==> config.mk <==
export PLATFORM = sky130hd
export DESIGN_NAME = lpmcr_regs
export DESIGN_NICKNAME = d
export VERILOG_FILES = /design/src/lpmcr_pkg.sv /design/src/lpmcr_smp_if.sv /design/src/lpmcr_regs.sv /design/src/lpmcr_fwd_stage.sv
export SDC_FILE = /design/constraint.sdc
export NUM_CORES = 1
export LEC_CHECK = 0
export BUFFER_PORTS_ARGS = -buffer_cell sky130_fd_sc_hd__buf_4
export CAP_MARGIN = 40
export CORE_AREA = 2 2 123 125
export CTS_BUF_LIST = sky130_fd_sc_hd__clkbuf_4
export DETAILED_ROUTE_END_ITERATION = 7
export DIE_AREA = 0 0 125 127
export PLACE_DENSITY_LB_ADDON = 0.25
export SYNTH_ARGS = -nofsm -noshare
export SYNTH_HDL_FRONTEND = slang
export SYNTH_HIERARCHICAL = 1
export SYNTH_SLANG_ARGS = --single-unit
==> constraint.sdc <==
create_clock -name clk -period 2.1 [get_ports clk]
set_input_delay 0.315 -clock clk [delete_from_list [all_inputs] [get_ports clk]]
set_output_delay 0.315 -clock clk [all_outputs]
set_load 0.03 [all_outputs]
==> src/lpmcr_pkg.sv <==
package lpmcr_pkg;

  // ---------------------------------------------------------------
  // Register offsets (byte addresses on APB)
  // ---------------------------------------------------------------
  localparam logic [31:0] HDR_OFS  = 32'h0000_0000;
  localparam logic [31:0] DATA_OFS = 32'h0000_0004;

  // ---------------------------------------------------------------
  // Capability header layout
  // ---------------------------------------------------------------
  localparam logic [7:0] CAP_ID       = 8'h08;
  localparam logic [4:0] CAP_TYPE     = 5'h1c;
  localparam int         HDR_PTR_LSB  = 8;
  localparam int         HDR_IDX_LSB  = 16;
  localparam int         HDR_TYPE_LSB = 27;
  localparam int         IDX_W        = 4;
  localparam logic [3:0] IDX_RST      = 4'h0;

  // ---------------------------------------------------------------
  // Indexed register selectors
  // ---------------------------------------------------------------
  localparam logic [3:0] IDX_FEATURE = 4'h0;
  localparam logic [3:0] IDX_FREQ    = 4'h1;
  localparam logic [3:0] IDX_REFRESH = 4'h2;

  // ---------------------------------------------------------------
  // Feature config: feature k has capability bit k, enable bit 16+k
  // ---------------------------------------------------------------
  localparam int         FEAT_N        = 6;
  localparam int         CAP_LSB       = 0;
  localparam int         EN_LSB        = 16;
  localparam int         F_CONFIG      = 0;
  localparam int         F_DISCONNECT  = 1;
  localparam int         F_WIDTH       = 2;
  localparam int         F_FREQ        = 3;
  localparam int         F_INACTIVE    = 4;
  localparam int         F_DISC_REFR   = 5;
  localparam logic [5:0] WARM_EN_MASK  = 6'h23;
  localparam logic [5:0] EN_RST        = 6'h00;

  // ---------------------------------------------------------------
  // Frequency and refresh config
  // ---------------------------------------------------------------
  localparam int          FREQ_W       = 16;
  localparam logic [15:0] FREQ_RST     = 16'h0000;
  localparam int          REF_W        = 6;
  localparam int          REF_LEN_LSB  = 0;
  localparam int          REF_INT_LSB  = 6;
  localparam logic [5:0]  REF_RST      = 6'h00;

endpackage

==> src/lpmcr_smp_if.sv <==
`timescale 1ns/10ps
interface lpmcr_smp_if #(
  parameter int W = 32
);
  logic         valid;
  logic         ready;
  logic [W-1:0] data;

  modport src (output valid, output data, input ready);
  modport snk (input valid, input data, output ready);
endinterface

==> src/lpmcr_regs.sv <==
`timescale 1ns/10ps
module lpmcr_regs #(
  parameter logic [5:0] CAP_SUPPORT = 6'h3f,
  parameter logic [7:0] NEXT_PTR    = 8'h00,
  parameter bit         IS_CHIPSET  = 1'b1,
  parameter int         ADDR_W      = 12,
  parameter int         SMP_W       = 32
)(
  // Clock and resets.
  input  wire logic                        clk,
  input  wire logic                        nrst,
  input  wire logic                        warmRstN,
  // APB slave.
  input  wire logic                        psel,
  input  wire logic                        penable,
  input  wire logic                        pwrite,
  input  wire logic [ADDR_W-1:0]           paddr,
  input  wire logic [31:0]                 pwdata,
  output logic      [31:0]                 prdata,
  output logic                             pready,
  output logic                             pslverr,
  // Settings for the link management controller.
  output logic                             discLaneRefreshEnable,
  output logic                             inactiveLaneRefreshEnable,
  output logic                             dynFrequencyEnable,
  output logic                             dynWidthEnable,
  output logic                             dynDisconnectEnable,
  output logic                             dynConfigEnable,
  output logic      [lpmcr_pkg::FREQ_W-1:0] allowedFrequencyMask,
  output logic      [lpmcr_pkg::REF_W-1:0]  refreshInterval,
  output logic      [lpmcr_pkg::REF_W-1:0]  refreshLength,
  // Upstream packet path.
  input  wire logic                        upInValid,
  input  wire logic [SMP_W-1:0]            upInData,
  output logic                             upInReady,
  output logic                             upOutValid,
  output logic      [SMP_W-1:0]            upOutData,
  input  wire logic                        upOutReady,
  // Downstream packet path.
  input  wire logic                        dnInValid,
  input  wire logic [SMP_W-1:0]            dnInData,
  output logic                             dnInReady,
  output logic                             dnOutValid,
  output logic      [SMP_W-1:0]            dnOutData,
  input  wire logic                        dnOutReady
);
  import lpmcr_pkg::*;

  // ---------------------------------------------------------------
  // Implemented registers and writable enables
  // ---------------------------------------------------------------
  localparam logic       FEAT_IMPL = |CAP_SUPPORT;
  localparam logic       FREQ_IMPL = IS_CHIPSET && CAP_SUPPORT[F_FREQ];
  localparam logic       REF_IMPL  = IS_CHIPSET && CAP_SUPPORT[F_DISC_REFR];
  localparam logic [5:0] CHIP_MASK = IS_CHIPSET ? 6'h3f : 6'h1f;
  localparam logic [5:0] EN_WR_MSK = CAP_SUPPORT & CHIP_MASK;

  // ---------------------------------------------------------------
  // Warm reset synchroniser
  // ---------------------------------------------------------------
  // Warm reset comes from a pin, so it is synchronised and acts as a
  // synchronous clear; cold reset alone is the asynchronous one.
  logic warmSync1_r;
  logic warmSync2_r;

  always_ff @(posedge clk or negedge nrst) begin
    if (!nrst) begin
      warmSync1_r <= 1'b0;
      warmSync2_r <= 1'b0;
    end else begin
      warmSync1_r <= warmRstN;
      warmSync2_r <= warmSync1_r;
    end
  end

  wire logic warmRst = ~warmSync2_r;

  // ---------------------------------------------------------------
  // APB decode
  // ---------------------------------------------------------------
  wire logic setupPh = psel & ~penable;
  wire logic accessPh = psel & penable;
  wire logic hdrHit = (paddr == HDR_OFS[ADDR_W-1:0]);
  wire logic dataHit = (paddr == DATA_OFS[ADDR_W-1:0]);
  wire logic wrEn = accessPh & pwrite;
  wire logic hdrWr = wrEn & hdrHit;
  wire logic dataWr = wrEn & dataHit;

  // ---------------------------------------------------------------
  // Register state
  // ---------------------------------------------------------------
  logic [IDX_W-1:0]  idx_r;
  logic [IDX_W-1:0]  idx_nxt;
  logic [FEAT_N-1:0] en_r;
  logic [FEAT_N-1:0] en_nxt;
  logic [FREQ_W-1:0] freq_r;
  logic [FREQ_W-1:0] freq_nxt;
  logic [REF_W-1:0]  refInt_r;
  logic [REF_W-1:0]  refInt_nxt;
  logic [REF_W-1:0]  refLen_r;
  logic [REF_W-1:0]  refLen_nxt;
  logic [31:0]       prdata_r;
  logic [31:0]       prdata_nxt;

  // Only bits 19:16 of the header are writable.
  assign idx_nxt = hdrWr ? pwdata[HDR_IDX_LSB +: IDX_W] : idx_r;

  wire logic featWr = dataWr & (idx_r == IDX_FEATURE) & FEAT_IMPL;
  wire logic freqWr = dataWr & (idx_r == IDX_FREQ) & FREQ_IMPL;
  wire logic refWr = dataWr & (idx_r == IDX_REFRESH) & REF_IMPL;

  // Enables without capability keep their reset value of zero.
  wire logic [FEAT_N-1:0] enWr =
    featWr ? (pwdata[EN_LSB +: FEAT_N] & EN_WR_MSK) : en_r;
  // Warm reset clears bits 21, 17 and 16; bits 20..18 survive it.
  assign en_nxt = enWr & (warmRst ? ~WARM_EN_MASK : 6'h3f);

  assign freq_nxt = warmRst ? FREQ_RST :
                    freqWr  ? pwdata[FREQ_W-1:0] : freq_r;
  assign refInt_nxt = warmRst ? REF_RST :
                      refWr   ? pwdata[REF_INT_LSB +: REF_W] : refInt_r;
  assign refLen_nxt = warmRst ? REF_RST :
                      refWr   ? pwdata[REF_LEN_LSB +: REF_W] : refLen_r;

  always_ff @(posedge clk or negedge nrst) begin
    if (!nrst) begin
      idx_r    <= IDX_RST;
      en_r     <= EN_RST;
      freq_r   <= FREQ_RST;
      refInt_r <= REF_RST;
      refLen_r <= REF_RST;
    end else begin
      idx_r    <= idx_nxt;
      en_r     <= en_nxt;
      freq_r   <= freq_nxt;
      refInt_r <= refInt_nxt;
      refLen_r <= refLen_nxt;
    end
  end

  // ---------------------------------------------------------------
  // Read path
  // ---------------------------------------------------------------
  wire logic [31:0] hdrRd = {CAP_TYPE, 7'h00, idx_r, NEXT_PTR, CAP_ID};
  wire logic [31:0] featRd =
    FEAT_IMPL ? {10'h000, en_r, 10'h000, CAP_SUPPORT} : 32'h0000_0000;
  wire logic [31:0] freqRd =
    FREQ_IMPL ? {16'h0000, freq_r} : 32'h0000_0000;
  wire logic [31:0] refRd =
    REF_IMPL ? {20'h0_0000, refInt_r, refLen_r} : 32'h0000_0000;
  wire logic [31:0] dataRd =
    (idx_r == IDX_FEATURE) ? featRd :
    (idx_r == IDX_FREQ)    ? freqRd :
    (idx_r == IDX_REFRESH) ? refRd  : 32'h0000_0000;
  wire logic [31:0] rdMux =
    hdrHit  ? hdrRd  :
    dataHit ? dataRd : 32'h0000_0000;

  // Read data is caught in the setup cycle so it leaves a flop and
  // stands stable for the whole access cycle.
  assign prdata_nxt = (setupPh & ~pwrite) ? rdMux : prdata_r;

  always_ff @(posedge clk or negedge nrst) begin
    if (!nrst) begin
      prdata_r <= 32'h0000_0000;
    end else begin
      prdata_r <= prdata_nxt;
    end
  end

  assign prdata  = prdata_r;
  assign pready  = 1'b1;
  assign pslverr = accessPh & ~(hdrHit | dataHit);

  // ---------------------------------------------------------------
  // Controller outputs
  // ---------------------------------------------------------------
  // The controller must only sequence features whose enable is set.
  assign discLaneRefreshEnable     = en_r[F_DISC_REFR];
  assign inactiveLaneRefreshEnable = en_r[F_INACTIVE];
  assign dynFrequencyEnable        = en_r[F_FREQ];
  assign dynWidthEnable            = en_r[F_WIDTH];
  assign dynDisconnectEnable       = en_r[F_DISCONNECT];
  assign dynConfigEnable           = en_r[F_CONFIG];
  assign allowedFrequencyMask      = freq_r;
  assign refreshInterval           = refInt_r;
  assign refreshLength             = refLen_r;

  // ---------------------------------------------------------------
  // Packet forwarding in both directions
  // ---------------------------------------------------------------
  lpmcr_smp_if #(.W(SMP_W)) upIn ();
  lpmcr_smp_if #(.W(SMP_W)) upOut ();
  lpmcr_smp_if #(.W(SMP_W)) dnIn ();
  lpmcr_smp_if #(.W(SMP_W)) dnOut ();

  assign upIn.valid  = upInValid;
  assign upIn.data   = upInData;
  assign upInReady   = upIn.ready;
  assign upOutValid  = upOut.valid;
  assign upOutData   = upOut.data;
  assign upOut.ready = upOutReady;
  assign dnIn.valid  = dnInValid;
  assign dnIn.data   = dnInData;
  assign dnInReady   = dnIn.ready;
  assign dnOutValid  = dnOut.valid;
  assign dnOutData   = dnOut.data;
  assign dnOut.ready = dnOutReady;

  // Forwarding works whatever the capability straps say.
  lpmcr_fwd_stage #(.W(SMP_W)) upStage (
    .clk  (clk),
    .nrst (nrst),
    .inp  (upIn),
    .outp (upOut)
  );

  lpmcr_fwd_stage #(.W(SMP_W)) dnStage (
    .clk  (clk),
    .nrst (nrst),
    .inp  (dnIn),
    .outp (dnOut)
  );

  // ---------------------------------------------------------------
  // Checks
  // ---------------------------------------------------------------
  hdr_ident_a: assert property (
    @(posedge clk) disable iff (!nrst)
    (setupPh && !pwrite && hdrHit) |=> (prdata[7:0] == 8'h08))
    else $error("header identifier byte wrong");

  hdr_next_a: assert property (
    @(posedge clk) disable iff (!nrst)
    (setupPh && !pwrite && hdrHit) |=> (prdata[15:8] == NEXT_PTR))
    else $error("header next pointer wrong");

  hdr_index_a: assert property (
    @(posedge clk) disable iff (!nrst)
    (accessPh && pwrite && hdrHit) |=> (idx_r == $past(pwdata[19:16])))
    else $error("index not taken from header write");

  hdr_type_a: assert property (
    @(posedge clk) disable iff (!nrst)
    (setupPh && !pwrite && hdrHit) |=> (prdata[31:20] == 12'he00))
    else $error("header type or reserved bits wrong");

  cap_read_a: assert property (
    @(posedge clk) disable iff (!nrst)
    (setupPh && !pwrite && dataHit && idx_r == 4'h0 && FEAT_IMPL)
      |=> (prdata[5:0] == CAP_SUPPORT && prdata[15:6] == 10'h000))
    else $error("capability flags read wrong");

  no_cap_en_a: assert property (
    @(posedge clk) disable iff (!nrst)
    (en_r & ~CAP_SUPPORT) == 6'h00)
    else $error("enable set without capability");

  warm_clear_a: assert property (
    @(posedge clk) disable iff (!nrst)
    $fell(warmSync2_r) |=> (!dynDisconnectEnable && !dynConfigEnable
      && !discLaneRefreshEnable && refreshLength == 6'h00)[*2])
    else $error("warm reset did not clear its fields");

  cold_keep_a: assert property (
    @(posedge clk) disable iff (!nrst)
    (warmRst && !(accessPh && pwrite))
      |=> $stable(en_r[4:2]))
    else $error("cold-only enable changed by warm reset");

  freq_write_a: assert property (
    @(posedge clk) disable iff (!nrst)
    (freqWr && !warmRst) |=> (allowedFrequencyMask == $past(pwdata[15:0])))
    else $error("frequency mask not written");

  refr_write_a: assert property (
    @(posedge clk) disable iff (!nrst)
    (refWr && !warmRst) |=> (refreshInterval == $past(pwdata[11:6])
      && refreshLength == $past(pwdata[5:0])))
    else $error("refresh fields not written");

  unimpl_zero_a: assert property (
    @(posedge clk) disable iff (!nrst)
    (setupPh && !pwrite && dataHit && idx_r > 4'h2) |=> (prdata == 32'h0))
    else $error("unimplemented index read nonzero");

  up_forward_a: assert property (
    @(posedge clk) disable iff (!nrst)
    (upInValid && upInReady) |=> (upOutValid && upOutData == $past(upInData)))
    else $error("upstream packet not forwarded");

  dn_forward_a: assert property (
    @(posedge clk) disable iff (!nrst)
    (dnInValid && dnInReady) |=> (dnOutValid && dnOutData == $past(dnInData)))
    else $error("downstream packet not forwarded");

  fwd_hold_a: assert property (
    @(posedge clk) disable iff (!nrst)
    (upOutValid && !upOutReady) |=> (upOutValid && $stable(upOutData)))
    else $error("upstream packet dropped while stalled");

  dn_hold_a: assert property (
    @(posedge clk) disable iff (!nrst)
    (dnOutValid && !dnOutReady) |=> (dnOutValid && $stable(dnOutData)))
    else $error("downstream packet dropped while stalled");

  en_write_a: assert property (
    @(posedge clk) disable iff (!nrst)
    (featWr && !warmRst)
      |=> (en_r == ($past(pwdata[21:16]) & EN_WR_MSK)))
    else $error("feature enables not written");

  idx_keep_a: assert property (
    @(posedge clk) disable iff (!nrst)
    (warmRst && !hdrWr) |=> $stable(idx_r))
    else $error("index changed by warm reset");

  freq_read_a: assert property (
    @(posedge clk) disable iff (!nrst)
    (setupPh && !pwrite && dataHit && idx_r == IDX_FREQ && FREQ_IMPL)
      |=> (prdata == {16'h0000, $past(freq_r)}))
    else $error("frequency mask read wrong");

endmodule

==> src/lpmcr_fwd_stage.sv <==
`timescale 1ns/10ps
module lpmcr_fwd_stage #(
  parameter int W = 32
)(
  // Clock and reset.
  input wire logic clk,
  input wire logic nrst,
  // Packet in and out.
  lpmcr_smp_if.snk inp,
  lpmcr_smp_if.src outp
);

  logic         full_r;
  logic [W-1:0] data_r;

  // One slot: it takes a new packet whenever the slot drains.
  assign inp.ready  = ~full_r | outp.ready;
  assign outp.valid = full_r;
  assign outp.data  = data_r;

  always_ff @(posedge clk or negedge nrst) begin
    if (!nrst) begin
      full_r <= 1'b0;
      data_r <= '0;
    end else if (inp.ready) begin
      full_r <= inp.valid;
      data_r <= inp.valid ? inp.data : data_r;
    end
  end

endmodule

Word-level counts from Yosys, hierarchy flattened
Index checks and enable logic that the tools add are counted.

Register bits after elaboration: 138. Input port bits: 118. Output and inout port bits: 136. Word-level logic and storage cells: 53.

Equality and inequality tests: 5. Mux-type cells: 13. Bitwise gates (word level): 19. Reductions and logical operators: 4.

Operators by type and width (count): two-way mux 16 bit (3); two-way mux 22 bit (2); two-way mux 6 bit (6); two-way mux 32 bit (1); == test 12 x 3 -> 1 bit, second input constant (1); zero test 12 bit (1); two-way mux 12 bit (1); bitwise AND 1 bit (10); bitwise AND 6 bit (1); inverter 1 bit (5); == test 4 x 1 -> 1 bit, second input constant (1); == test 4 x 2 -> 1 bit, second input constant (1); zero test 4 bit (1); inequality test 2 x 1 -> 1 bit, second input constant (2); AND reduction 2 bit (2); bitwise OR 1 bit (3).

Longest topological paths before layout
Gate-level depths: netlist (run 1).

Depth in word-level cells: 6. Depth in mapped cells: 6.

Hierarchy
Netlist (run 1), hierarchy kept.

By module, submodules not included: lpmcr_regs (instances 1, cells an instance 269, area each 2882.8 µm²); lpmcr_fwd_stage (instances 2, cells an instance 71, area each 1391.3 µm²).

Worst setup path after synthesis (run 1)
Ideal clock, no wire load.

Kind: input port to flip-flop. From: in paddr[5]. To: reg en_r[2]. Setup time: 0.125 ns. Arrival time: 1.702 ns. Data required time: 1.975 ns. Slack: 0.273 ns. Stages: 4. Buffers on the path: 0. Cells stage by stage: or4_1 nor3_4 nand3_2 mux2_2.

Word-level cells in the longest chain between the ends: 5.

RTL lines: from (decl) (line lpmcr_regs.sv:17) `input wire logic [ADDR_W-1:0] paddr,`; == test 12 x 3 -> 1 bit (line lpmcr_regs.sv:84) `wire logic dataHit = (paddr == DATA_OFS[ADDR_W-1:0]);`; bitwise AND 1 bit (line lpmcr_regs.sv:87) `wire logic dataWr = wrEn & dataHit;`; bitwise AND 1 bit (line lpmcr_regs.sv:108) `wire logic featWr = dataWr & (idx_r == IDX_FEATURE) & FEAT_IMPL;`; two-way mux 6 bit (line lpmcr_regs.sv:114) `featWr ? (pwdata[EN_LSB +: FEAT_N] & EN_WR_MSK) : en_r;`; bitwise AND 6 bit (line lpmcr_regs.sv:116) `assign en_nxt = enWr & (warmRst ? ~WARM_EN_MASK : 6'h3f);`; to (signal assigned) (line lpmcr_regs.sv:134) `en_r <= en_nxt;`; to (decl) (line lpmcr_regs.sv:94) `logic [FEAT_N-1:0] en_r;`.

No other way between the ends. A chain may end at the register's enable or synchronous reset.

Worst setup path in the final report (run 1)
From: in paddr[5]. To: out pslverr.

Word-level cells in the longest chain between the ends: 4. Elaborated cells on any way between the ends: 5. Classes of those cells: eq/ne: 1; bitwise: 3; reduce/logical: 1.

RTL lines: == test 12 x 3 -> 1 bit or zero test 12 bit (tied branches) (line lpmcr_regs.sv:84, lpmcr_regs.sv:83); bitwise OR 1 bit * (line lpmcr_regs.sv:173) `assign pslverr = accessPh & ~(hdrHit | dataHit);`; inverter 1 bit * (line lpmcr_regs.sv:173); bitwise AND 1 bit * (line lpmcr_regs.sv:173); to (decl) (line lpmcr_regs.sv:21) `output logic pslverr,`.

Every way passes the cells marked *; elsewhere a longest branch is shown, timed or not.

==> results of run 1 <==
layout by cell type, fill, tap and decap left out, drive strengths merged, types with 3 or more instances in the layout:
master       instances
dfrtp              129
mux2                71
nor2                 6
a21oi                5
clkinv               7
dlygate4sd3         80
clkbuf              19
conb                 8
bufinv               3
nand2               65
nand3                6
mux2i               31
buf                247
inv                  5
a32o                 4
clkinvlp             3
a21o                 4
o21ai               11
a22oi                9
a22o                 6
and3                 6
per-stage QoR:
step	power, mW	worst slack, ns	cells	util, %
2_1_floorplan	3.63	0.273	417	-
3_3_place_gp	4.19	0.0361	816	52.4
3_5_place_dp	4.21	0.0433	816	52.4
4_1_cts	6.08	0.167	926	59.8
5_1_grt	6.29	0.0917	929	59.9
6_report	6.03	0.168	929	59.9
cell families (layout without fill, tap and decap cells):
family	count (synthesis)	count (layout)	synth area share, %
AOI/OAI and AO/OA	42	42	5.19
buffers and inverters	37	364	5.15
DFF	129	129	57.0
muxes	102	102	23.6
other	2	9	0.133
and+or+nand+nor	99	99	8.99
worst max-delay path, stage by stage:
cell and delay (ns):
sky130_fd_sc_hd__buf_4 0.10, sky130_fd_sc_hd__or4_1 0.60, sky130_fd_sc_hd__nor3_4 0.24, sky130_fd_sc_hd__buf_4 0.17, sky130_fd_sc_hd__nor2_1 0.04, sky130_fd_sc_hd__buf_4 0.16
repair_timing:
item / 4_1_cts / 5_1_grt
endpoints found under the hold margin: 115 / 3
hold buffers: 78 / 2
buffers inserted: 0 / 0
state kept, by name, indices dropped and copies added, names as in the netlist, 4 cells and up:
register	count
allowedFrequencyMask	16
refreshLength	6
dnStage/outp.data	32
idx_r	4
prdata	23
refreshInterval	6
upStage/outp.data	32
en_r	6
layout make-up:
type / count / area share (%)
Antenna cell: 1 / 0.0289
Clock inverter: 13 / 1.66
Inverter: 5 / 0.217
Timing Repair Buffer: 327 / 31.3
Tap cell: 184 / 2.66
Sequential cell: 129 / 37.3
Multi-Input combinational cell: 251 / 25.2
Clock buffer: 19 / 1.65
final timing paths:
| kind | startpoint | to | slack, ns | cells after the start |
|---|---|---|---|---|
| setup / recovery | paddr[5] | pslverr | 0.17 | 6 |
| hold / removal | pwdata[9] | refreshInterval[3] | 0.06 | 3 |
| setup reg to reg | idx_r[1] | en_r[4] | 0.28 | 3 |
| hold reg to reg | warmSync1_r | warmSync2_r | 0.38 | 0 |
| max in group asynchronous | nrst | upStage/outp.data[8] | 1.16 | 3 |
| min in group asynchronous | nrst | prdata[17] | 0.29 | 2 |
metal layers:
layer  global-route usage (%)  up-vias  part of all wire [%]
li1                         -     2052                     -
met1                     24.0     2161                    42
met2                     34.0      191                    50
met3                     7.54        9                   7.7
met4                     5.62        0                  0.75
met5                        0        -                     0
power groups by stage:
stage | Sequential [mW] | Clock, mW | Combinational [mW]
final | 2.80 | 1.74 | 1.49
after global routing | 2.82 | 1.90 | 1.57
after CTS | 2.79 | 1.79 | 1.49
after detailed placement | 2.83 | 0 | 1.38
after global placement | 2.83 | 0 | 1.36
after floorplan | 3.19 | 0 | 0.440
==> flow_summary.toml, run 1 <==
[outcome]
status = "completed"

[synth]
post-synth-top-area-fraction_pct = 57.0
synth-edff-count = 0
ys_top_cells_by_area = "sky130_fd_sc_hd__dfrtp_1, sky130_fd_sc_hd__mux2_4, sky130_fd_sc_hd__mux2i_1"
yosysUniqueCellTypes = 39
synth.avg_cell_area_um2 = 13.8
synth_sequential_area_ratio_pct = 57.0
top_ff_cell_synth = "sky130_fd_sc_hd__dfrtp_1"
yosys.cell_count.top_type = "sky130_fd_sc_hd__dfrtp_1"
cell_count_after_synthesis = 411
post_synth_instance_area_um2 = 5670
synth_top_cells_by_count = "sky130_fd_sc_hd__dfrtp_1, sky130_fd_sc_hd__nand2_1, sky130_fd_sc_hd__mux2_4, sky130_fd_sc_hd__mux2i_1, sky130_fd_sc_hd__clkbuf_1"
syn_warnings = 6
async_reset_ff_share_pct = 100
synth_seq_cells = 129
synthDominantAreaCellType = "sky130_fd_sc_hd__dfrtp_1"

[timing]
relative_slew_slack_pct = 64.2
finalClockSkew_ns = 0.0166
period_minus_slack_ns = 1.93
highest_clock_frequency_the_design_can_meet_mhz = 518
fin_tns_setup_ns = 0
fin_crit_sh_pct = 92.0
setup_viol = 0
report.final.slew_viol_count = 0
timing_worst_slew_pin_value_ns = 0.532
unrepaired_setup_endpoints_after_global_routing = "false"
timing_hold_violations_final = 0
hold_slack_ns = 0.0634

[floorplanning]
core_um2 = 14400
io_pins = 254
die_area_um2 = 15900
initial_utilization_pct = 39.3
die_height_um = 127
num_rows = 44
chipWidth_um = 125

[critical_path]
critical_path_class = "in2out"
worstPathMaxFanout = 5
required_ns = 1.78
kind_of_start_point_of_the_critical_path = "input pin"
cp_data_arrival_time_ns = 1.62
endpoint_kind = "output port"

[routing]
drt_pre_antenna_iters = 4
detail_route.drc_violations = 0
wl_per_cell_um = 16.6
route.detailed.vias_per_inst = 4.75
vias = 4413
number_of_antenna_violating_nets_in_the_routed_design = 0
drt-initial-drc-count = 163
drt-total-wl_um = 15400

[clock_tree]
htree_num_levels = 4
root_buffer = "sky130_fd_sc_hd__clkbuf_4"
cts-resized-gates = 0
worstSkewPairLatency_ns = 0.53
tritoncts = "done"
clock_sink_total = 129
clock_tree.buffer_depth = 2
cts_buffers = 17
path_clk_slew_ns = 0.11

[global_route]
number_of_global_route_vias_before_repair = 4910
global_route.usage.total_pct = 20.0
grt_overflow = 0
grt_start_max_net_pins = 51
number_of_antenna_violations_at_the_first_check_in_global_routing = 1
grt_first_pass_wirelength_um = 25200

[flow_run]
maximum_capacitance_violations = 0

[pwr]
switching_share_pct = 29.6
share_seq_of_total_power_pct = 46.4
ir_worst_vdd_mv = 0.435
pwr-share-clk_pct = 28.9
power_frac_comb_pct = 24.7
power.density_cell_area_nw_per_um2 = 698
switchingPower_mw = 1.78
power.internal_mw = 4.25
leakage_nw = 4.61

[placed_design]
gp_routability_congestion = 0.823
post-dp-hpwl_um = 10600
io_buffers = 235
dpl_cell_area_um2 = 7560

[min_path]
min_path_type = "in2reg"

[finish]
syn2layout_area_growth_pct = 52.6
fill_cells = 1149
multi_input_area_um2 = 2170
fraction_of_layout_cells_with_a_size_suffix_above_1_pct = 48.1
seq_area_um2 = 3230
design.final.nets = 849
postLayoutCellArea_um2 = 8650
Note: power is estimated with default switching activity, not from simulation.
==> run 2: changes to the inputs <==
Settings changed: CELL_PAD_IN_SITES_DETAIL_PLACEMENT set to 0, CELL_PAD_IN_SITES_GLOBAL_PLACEMENT set to 1, CORE_AREA 2 2 123 125 to 2 2 126 128, DIE_AREA 0 0 125 127 to 0 0 128 130.
==> run 2 against run 1 <==
Net effect: critical path depth shrank 1; final cell count is 0.54% higher; combinational power about the same; final area decreased by 0.97%; total power decreased by 3.9%; sequential power about the same; wire length shrank 1.5%; hold slack improved by 0.021 ns; critical path type unchanged; first-iteration DRC count shrank 1.2%.
==> flow_summary.toml, run 2 (synthesis results as in run 1) <==
[routing]
wl_per_cell_um = 16.3
drt_pre_antenna_iters = 4
drt-initial-drc-count = 161
route.detailed.vias_per_inst = 4.70
drt-total-wl_um = 15200
detail_route.drc_violations = 0
vias = 4389
number_of_antenna_violating_nets_in_the_routed_design = 0

[timing]
report.final.slew_viol_count = 0
timing_hold_violations_final = 0
relative_slew_slack_pct = 48.2
highest_clock_frequency_the_design_can_meet_mhz = 554
unrepaired_setup_endpoints_after_global_routing = "false"
finalClockSkew_ns = 0.0142
timing_worst_slew_pin_value_ns = 0.777
fin_tns_setup_ns = 0
period_minus_slack_ns = 1.80
fin_crit_sh_pct = 85.9
setup_viol = 0

[floorplanning]
io_pins = 254
core_um2 = 15400
die_area_um2 = 16600
chipWidth_um = 128
num_rows = 46
initial_utilization_pct = 36.7
die_height_um = 130

[global_route]
grt_first_pass_wirelength_um = 23700
number_of_antenna_violations_at_the_first_check_in_global_routing = 1
grt_overflow = 0
grt_start_max_net_pins = 55
global_route.usage.total_pct = 18.4
number_of_global_route_vias_before_repair = 4672

[clock_tree]
cts_buffers = 17
clock_sink_total = 129
htree_num_levels = 4
tritoncts = "done"
clock_tree.buffer_depth = 2
root_buffer = "sky130_fd_sc_hd__clkbuf_4"
path_clk_slew_ns = 0.11
worstSkewPairLatency_ns = 0.50
cts-resized-gates = 0

[critical_path]
critical_path_class = "in2out"
endpoint_kind = "output port"
reg2reg_setup_slack_ns = 0.34
timing.critical_path.max_delay_family = "simple AND/OR/NAND/NOR gates"
ff2ff_path_depth = 3
critPathSlowestCell = "sky130_fd_sc_hd__or4_1"
critical_path.cell_chain = "buf_4, or4_1, nor3_4, nor2_1, buf_4"
critical_path_cell_count = 5
startpoint = "paddr[5]"
required_ns = 1.78
cp_data_arrival_time_ns = 1.49
regToRegEndpoint = "allowedFrequencyMask[13]"
max_stage_delay_ns = 0.59
worstPathMaxFanout = 4
regToRegStartpoint = "idx_r[1]"
critical-path-top-cell-by-count = "sky130_fd_sc_hd__buf_4"
timing.critical_path.to = "pslverr"
kind_of_start_point_of_the_critical_path = "input pin"
cp_num_buf_inv = 2

[placed_design]
gp_routability_congestion = 0.778
numPlacedInstances = 823
post-dp-hpwl_um = 10500
io_buffers = 235

[finish]
layout_common_cells = "sky130_fd_sc_hd__buf_4, sky130_fd_sc_hd__dfrtp_1, sky130_fd_sc_hd__dlygate4sd3_1, sky130_fd_sc_hd__nand2_1, sky130_fd_sc_hd__mux2_4"
most_frequent_standard_cell_in_the_layout_excluding_fill_and_tap_cells = "sky130_fd_sc_hd__buf_4"
fill_cells = 1289
stdcell_count = 934
syn2layout_area_growth_pct = 51.1
fraction_of_layout_cells_with_a_size_suffix_above_1_pct = 48.6
design.final.nets = 846

[min_path]
min_path_type = "in2reg"

[pwr]
power.density_cell_area_nw_per_um2 = 677
leakage_nw = 4.58
ir_worst_vdd_mv = 0.399

[outcome]
status = "completed"

[flow_run]
maximum_capacitance_violations = 0
-- run 2: cell types whose count changed in the layout (fill, tap and decap cells not counted) --
cell,previous run,this run
sky130_fd_sc_hd__clkinv_2,4,6
sky130_fd_sc_hd__dlygate4sd3_1,80,78
sky130_fd_sc_hd__bufinv_16,3,1
sky130_fd_sc_hd__clkinv_1,3,1
sky130_fd_sc_hd__dfrtp_2,0,1
sky130_fd_sc_hd__clkbuf_4,19,24
sky130_fd_sc_hd__clkinvlp_4,3,0
sky130_fd_sc_hd__dfrtp_1,129,128
sky130_fd_sc_hd__buf_4,243,244
sky130_fd_sc_hd__buf_12,4,2
-- run 2: cell type report --
class                      instances  area, um^2  area share, %
multi-input combinational        251        2170           25.4
tap                              192         240           2.81
timing repair buffer             324        2650           31.0
clock inverter                     8        63.8          0.745
antenna                            1        2.50         0.0292
clock buffer                      24         180           2.10
sequential                       129        3230           37.7
inverter                           5        18.8          0.219
-- run 2: per-stage QoR --
stage	utilization, %	hold slack [ns]	setup WS [ns]	total power, mW	area [um^2]
after CTS	55.5	0.00536	0.289	5.87	8560
after floorplan	-	0.0194	0.273	3.63	5690
final	55.5	0.0847	0.296	5.79	8560
after global routing	55.5	0.00840	0.200	6.07	8560
after detailed placement	48.8	0.301	0.0193	4.20	7530
after global placement	48.8	0.290	0.0444	4.18	7530
-- run 2: tightest hold or removal path, cell delays in order --
cell and delay, ns:
sky130_fd_sc_hd__buf_4 0.10, sky130_fd_sc_hd__nand2_1 0.07, sky130_fd_sc_hd__mux2i_1 0.06
-- run 2: worst min-delay path by stage --
stage	depth (start not counted)	start	slack, ns	to
2_1_floorplan	0	nrst	0.02	allowedFrequencyMask[0]
3_3_place_gp	1	nrst	0.29	prdata[10]
3_5_place_dp	1	nrst	0.30	prdata[9]
4_1_cts	3	pwdata[13]	0.005	allowedFrequencyMask[13]
5_1_grt	3	pwdata[8]	0.008	allowedFrequencyMask[8]
6_report	3	pwdata[9]	0.08	refreshInterval[3]
-- run 2: timing repair --
action                    CTS  global route
hold buffers               78             0
buffers inserted            0             0
hold endpoints to repair  112             0
-- run 2: routing by layer --
| metal | vias to the layer above | global-route usage [%] | part of all wire [%] |
|---|---|---|---|
| met5 | - | 0 | 0 |
| met2 | 195 | 30.1 | 49 |
| li1 | 2045 | - | - |
| met1 | 2135 | 22.2 | 42 |
| met3 | 14 | 7.71 | 8.7 |
| met4 | 0 | 6.27 | 1.1 |
-- run 2: power breakdown --
group / internal (mW) / switching, mW
combinational: 0.739 / 0.730
clock: 0.666 / 0.857
sequential: 2.67 / 0.134
total: 4.07 / 1.72
==> run 3: changes to the inputs <==
--- a/config.mk
+++ b/config.mk
@@ -15,3 +15,5 @@
 export DIE_AREA = 0 0 128 130
+export HOLD_SLACK_MARGIN = 0.03
 export PLACE_DENSITY_LB_ADDON = 0.25
+export REMOVE_ABC_BUFFERS = 1
 export SYNTH_ARGS = -nofsm -noshare
==> constraint.sdc (replaced) <==
create_clock -name clk -period 2.1 [get_ports clk]
set_input_delay 0.105 -clock clk [delete_from_list [all_inputs] [get_ports clk]]
set_output_delay 0.105 -clock clk [all_outputs]
set_load 0.03 [all_outputs]
==> run 3 against run 2 <==
Net effect: critical path depth up 1; global-route usage up 0.054 points; sequential power about the same; wire length up 1.1%; clock skew up 0.0049 ns; hold slack worse by 0.0051 ns; critical path type unchanged; largest cell class unchanged; largest power group unchanged.
==> flow_summary.toml, run 3 (synthesis results as in run 1) <==
[outcome]
status = "completed"

[floorplanning]
io_pins = 254
chipWidth_um = 128
num_rows = 46
initial_utilization_pct = 36.7
die_height_um = 130
core_um2 = 15400
die_area_um2 = 16600

[finish]
most_frequent_standard_cell_in_the_layout_excluding_fill_and_tap_cells = "sky130_fd_sc_hd__buf_4"
syn2layout_area_growth_pct = 56.0
seq_area_um2 = 3230
layout_common_cells = "sky130_fd_sc_hd__buf_4, sky130_fd_sc_hd__dfrtp_1, sky130_fd_sc_hd__dlygate4sd3_1, sky130_fd_sc_hd__nand2_1, sky130_fd_sc_hd__mux2_4"
final_core_utilization_pct = 57.3
multi_input_area_um2 = 2180
postLayoutCellArea_um2 = 8840
design.final.nets = 863
fraction_of_layout_cells_with_a_size_suffix_above_1_pct = 47.4
fill_cells = 1268

[clock_tree]
path_clk_slew_ns = 0.12
clock_sink_total = 129
worstSkewPairLatency_ns = 0.53
htree_num_levels = 4
clock_tree.buffer_depth = 2
postCtsSetupBuffers = 0
cts_buffers = 17
root_buffer = "sky130_fd_sc_hd__clkbuf_4"
tritoncts = "done"

[critical_path]
reg2reg_setup_slack_ns = 0.34
regToRegStartpoint = "idx_r[1]"
critical-path-top-cell-by-count = "sky130_fd_sc_hd__buf_4"
endpoint_kind = "output port"
regToRegEndpoint = "en_r[4]"
critical_path_class = "in2out"
critical_path.cell_chain = "dlygate4sd3_1, buf_4, or4_4, nor3_4, nor2_1, buf_4"
kind_of_start_point_of_the_critical_path = "input pin"
ff2ff_path_depth = 3
max_stage_delay_ns = 0.54
cp_num_buf_inv = 3
timing.critical_path.max_delay_family = "simple AND/OR/NAND/NOR gates"
required_ns = 2.00
worstPathMaxFanout = 7
critPathSlowestCell = "sky130_fd_sc_hd__dlygate4sd3_1"
cp_data_arrival_time_ns = 1.89

[routing]
wl_per_cell_um = 16.1
route.detailed.vias_per_inst = 4.64
drt-initial-drc-count = 245
number_of_antenna_violating_nets_in_the_routed_design = 0
vias = 4421
detail_route.drc_violations = 0
drt_pre_antenna_iters = 4
drt-total-wl_um = 15400

[timing]
period_minus_slack_ns = 1.99
timing_hold_violations_final = 0
fin_tns_setup_ns = 0
unrepaired_setup_endpoints_after_global_routing = "false"
finalClockSkew_ns = 0.0191
setup_viol = 0
timing_worst_slew_pin_value_ns = 0.598
report.final.slew_viol_count = 0
fin_crit_sh_pct = 95.0
hold_slack_ns = 0.0795
relative_slew_slack_pct = 60.1
highest_clock_frequency_the_design_can_meet_mhz = 501

[placed_design]
io_buffers = 235
post-dp-hpwl_um = 10400
dpl_cell_area_um2 = 7540
gp_routability_congestion = 0.742

[global_route]
grt_start_max_net_pins = 54
global_route.usage.total_pct = 18.5
grt_overflow = 0
number_of_antenna_violations_at_the_first_check_in_global_routing = 2
number_of_global_route_vias_before_repair = 4541
grt_first_pass_wirelength_um = 23500

[min_path]
min_path_type = "in2async"

[flow_run]
maximum_capacitance_violations = 0

[pwr]
power.density_cell_area_nw_per_um2 = 714
ir_worst_vdd_mv = 0.426
leakage_nw = 4.67
run 3: cell types whose count changed in the layout (fill, tap and decap cells not counted), moves of 3 or more:
cell,delta
sky130_fd_sc_hd__clkinv_2,-4
sky130_fd_sc_hd__clkinv_4,+3
sky130_fd_sc_hd__clkinvlp_4,+3
sky130_fd_sc_hd__clkbuf_4,-7
sky130_fd_sc_hd__bufinv_16,+4
sky130_fd_sc_hd__dlygate4sd3_1,+17
run 3: where the power goes:
part | leakage (nW) | internal (mW) | switching, mW
Combinational | 2.86 | 0.759 | 0.748
Sequential | 1.65 | 2.67 | 0.125
Clock | 0.173 | 1.06 | 0.952
run 3: how the worst max path moves through the flow:
stage               depth (start not counted)                       to  slack (ns)      from
CTS                                         6                  pslverr        0.08  paddr[4]
global placement                            5                  en_r[2]        0.19  paddr[5]
finish                                      6                  pslverr        0.11  paddr[4]
global route                                6                  pslverr        0.01  paddr[4]
floorplan                                   3  allowedFrequencyMask[0]       -0.16  idx_r[1]
detailed placement                          5                  en_r[4]        0.12  paddr[5]
run 3: worst reg2reg max path, stage by stage, from the launching register on:
cell                      delay [ns]
sky130_fd_sc_hd__dfrtp_1        0.51
sky130_fd_sc_hd__nor4_1         0.50
sky130_fd_sc_hd__nand3_2        0.30
sky130_fd_sc_hd__mux2_2         0.35
run 3: timing repair:
item | in CTS | in global routing
resized for setup | 0 | 0
hold endpoints to repair | 241 | 0
hold buffers | 95 | 0
run 3: layout make-up:
type	count	share of cell area, %
diodes	2	0.0566
clock buffers	17	1.44
clock inverters	15	2.45
inverters	5	0.212
repair buffers	341	31.9
multi-input cells	251	24.7
flip-flops and latches	129	36.5
well taps	192	2.72
run 3: layer usage:
metal	global-route usage, %	routed length, um	vias up
li1	-	-	2083
met1	23.4	6520	2142
met2	29.2	7350	189
met3	7.67	1380	7
met4	5.62	108	0
met5	0	0	-
run 3: per-stage QoR:
step	total power [mW]	setup slack, ns	instances
4_1_cts	6.38	0.0795	950
2_1_floorplan	3.58	-0.157	385
3_5_place_dp	4.19	0.125	823
6_report	6.31	0.105	952
3_3_place_gp	4.18	0.189	823
5_1_grt	6.61	0.0106	952
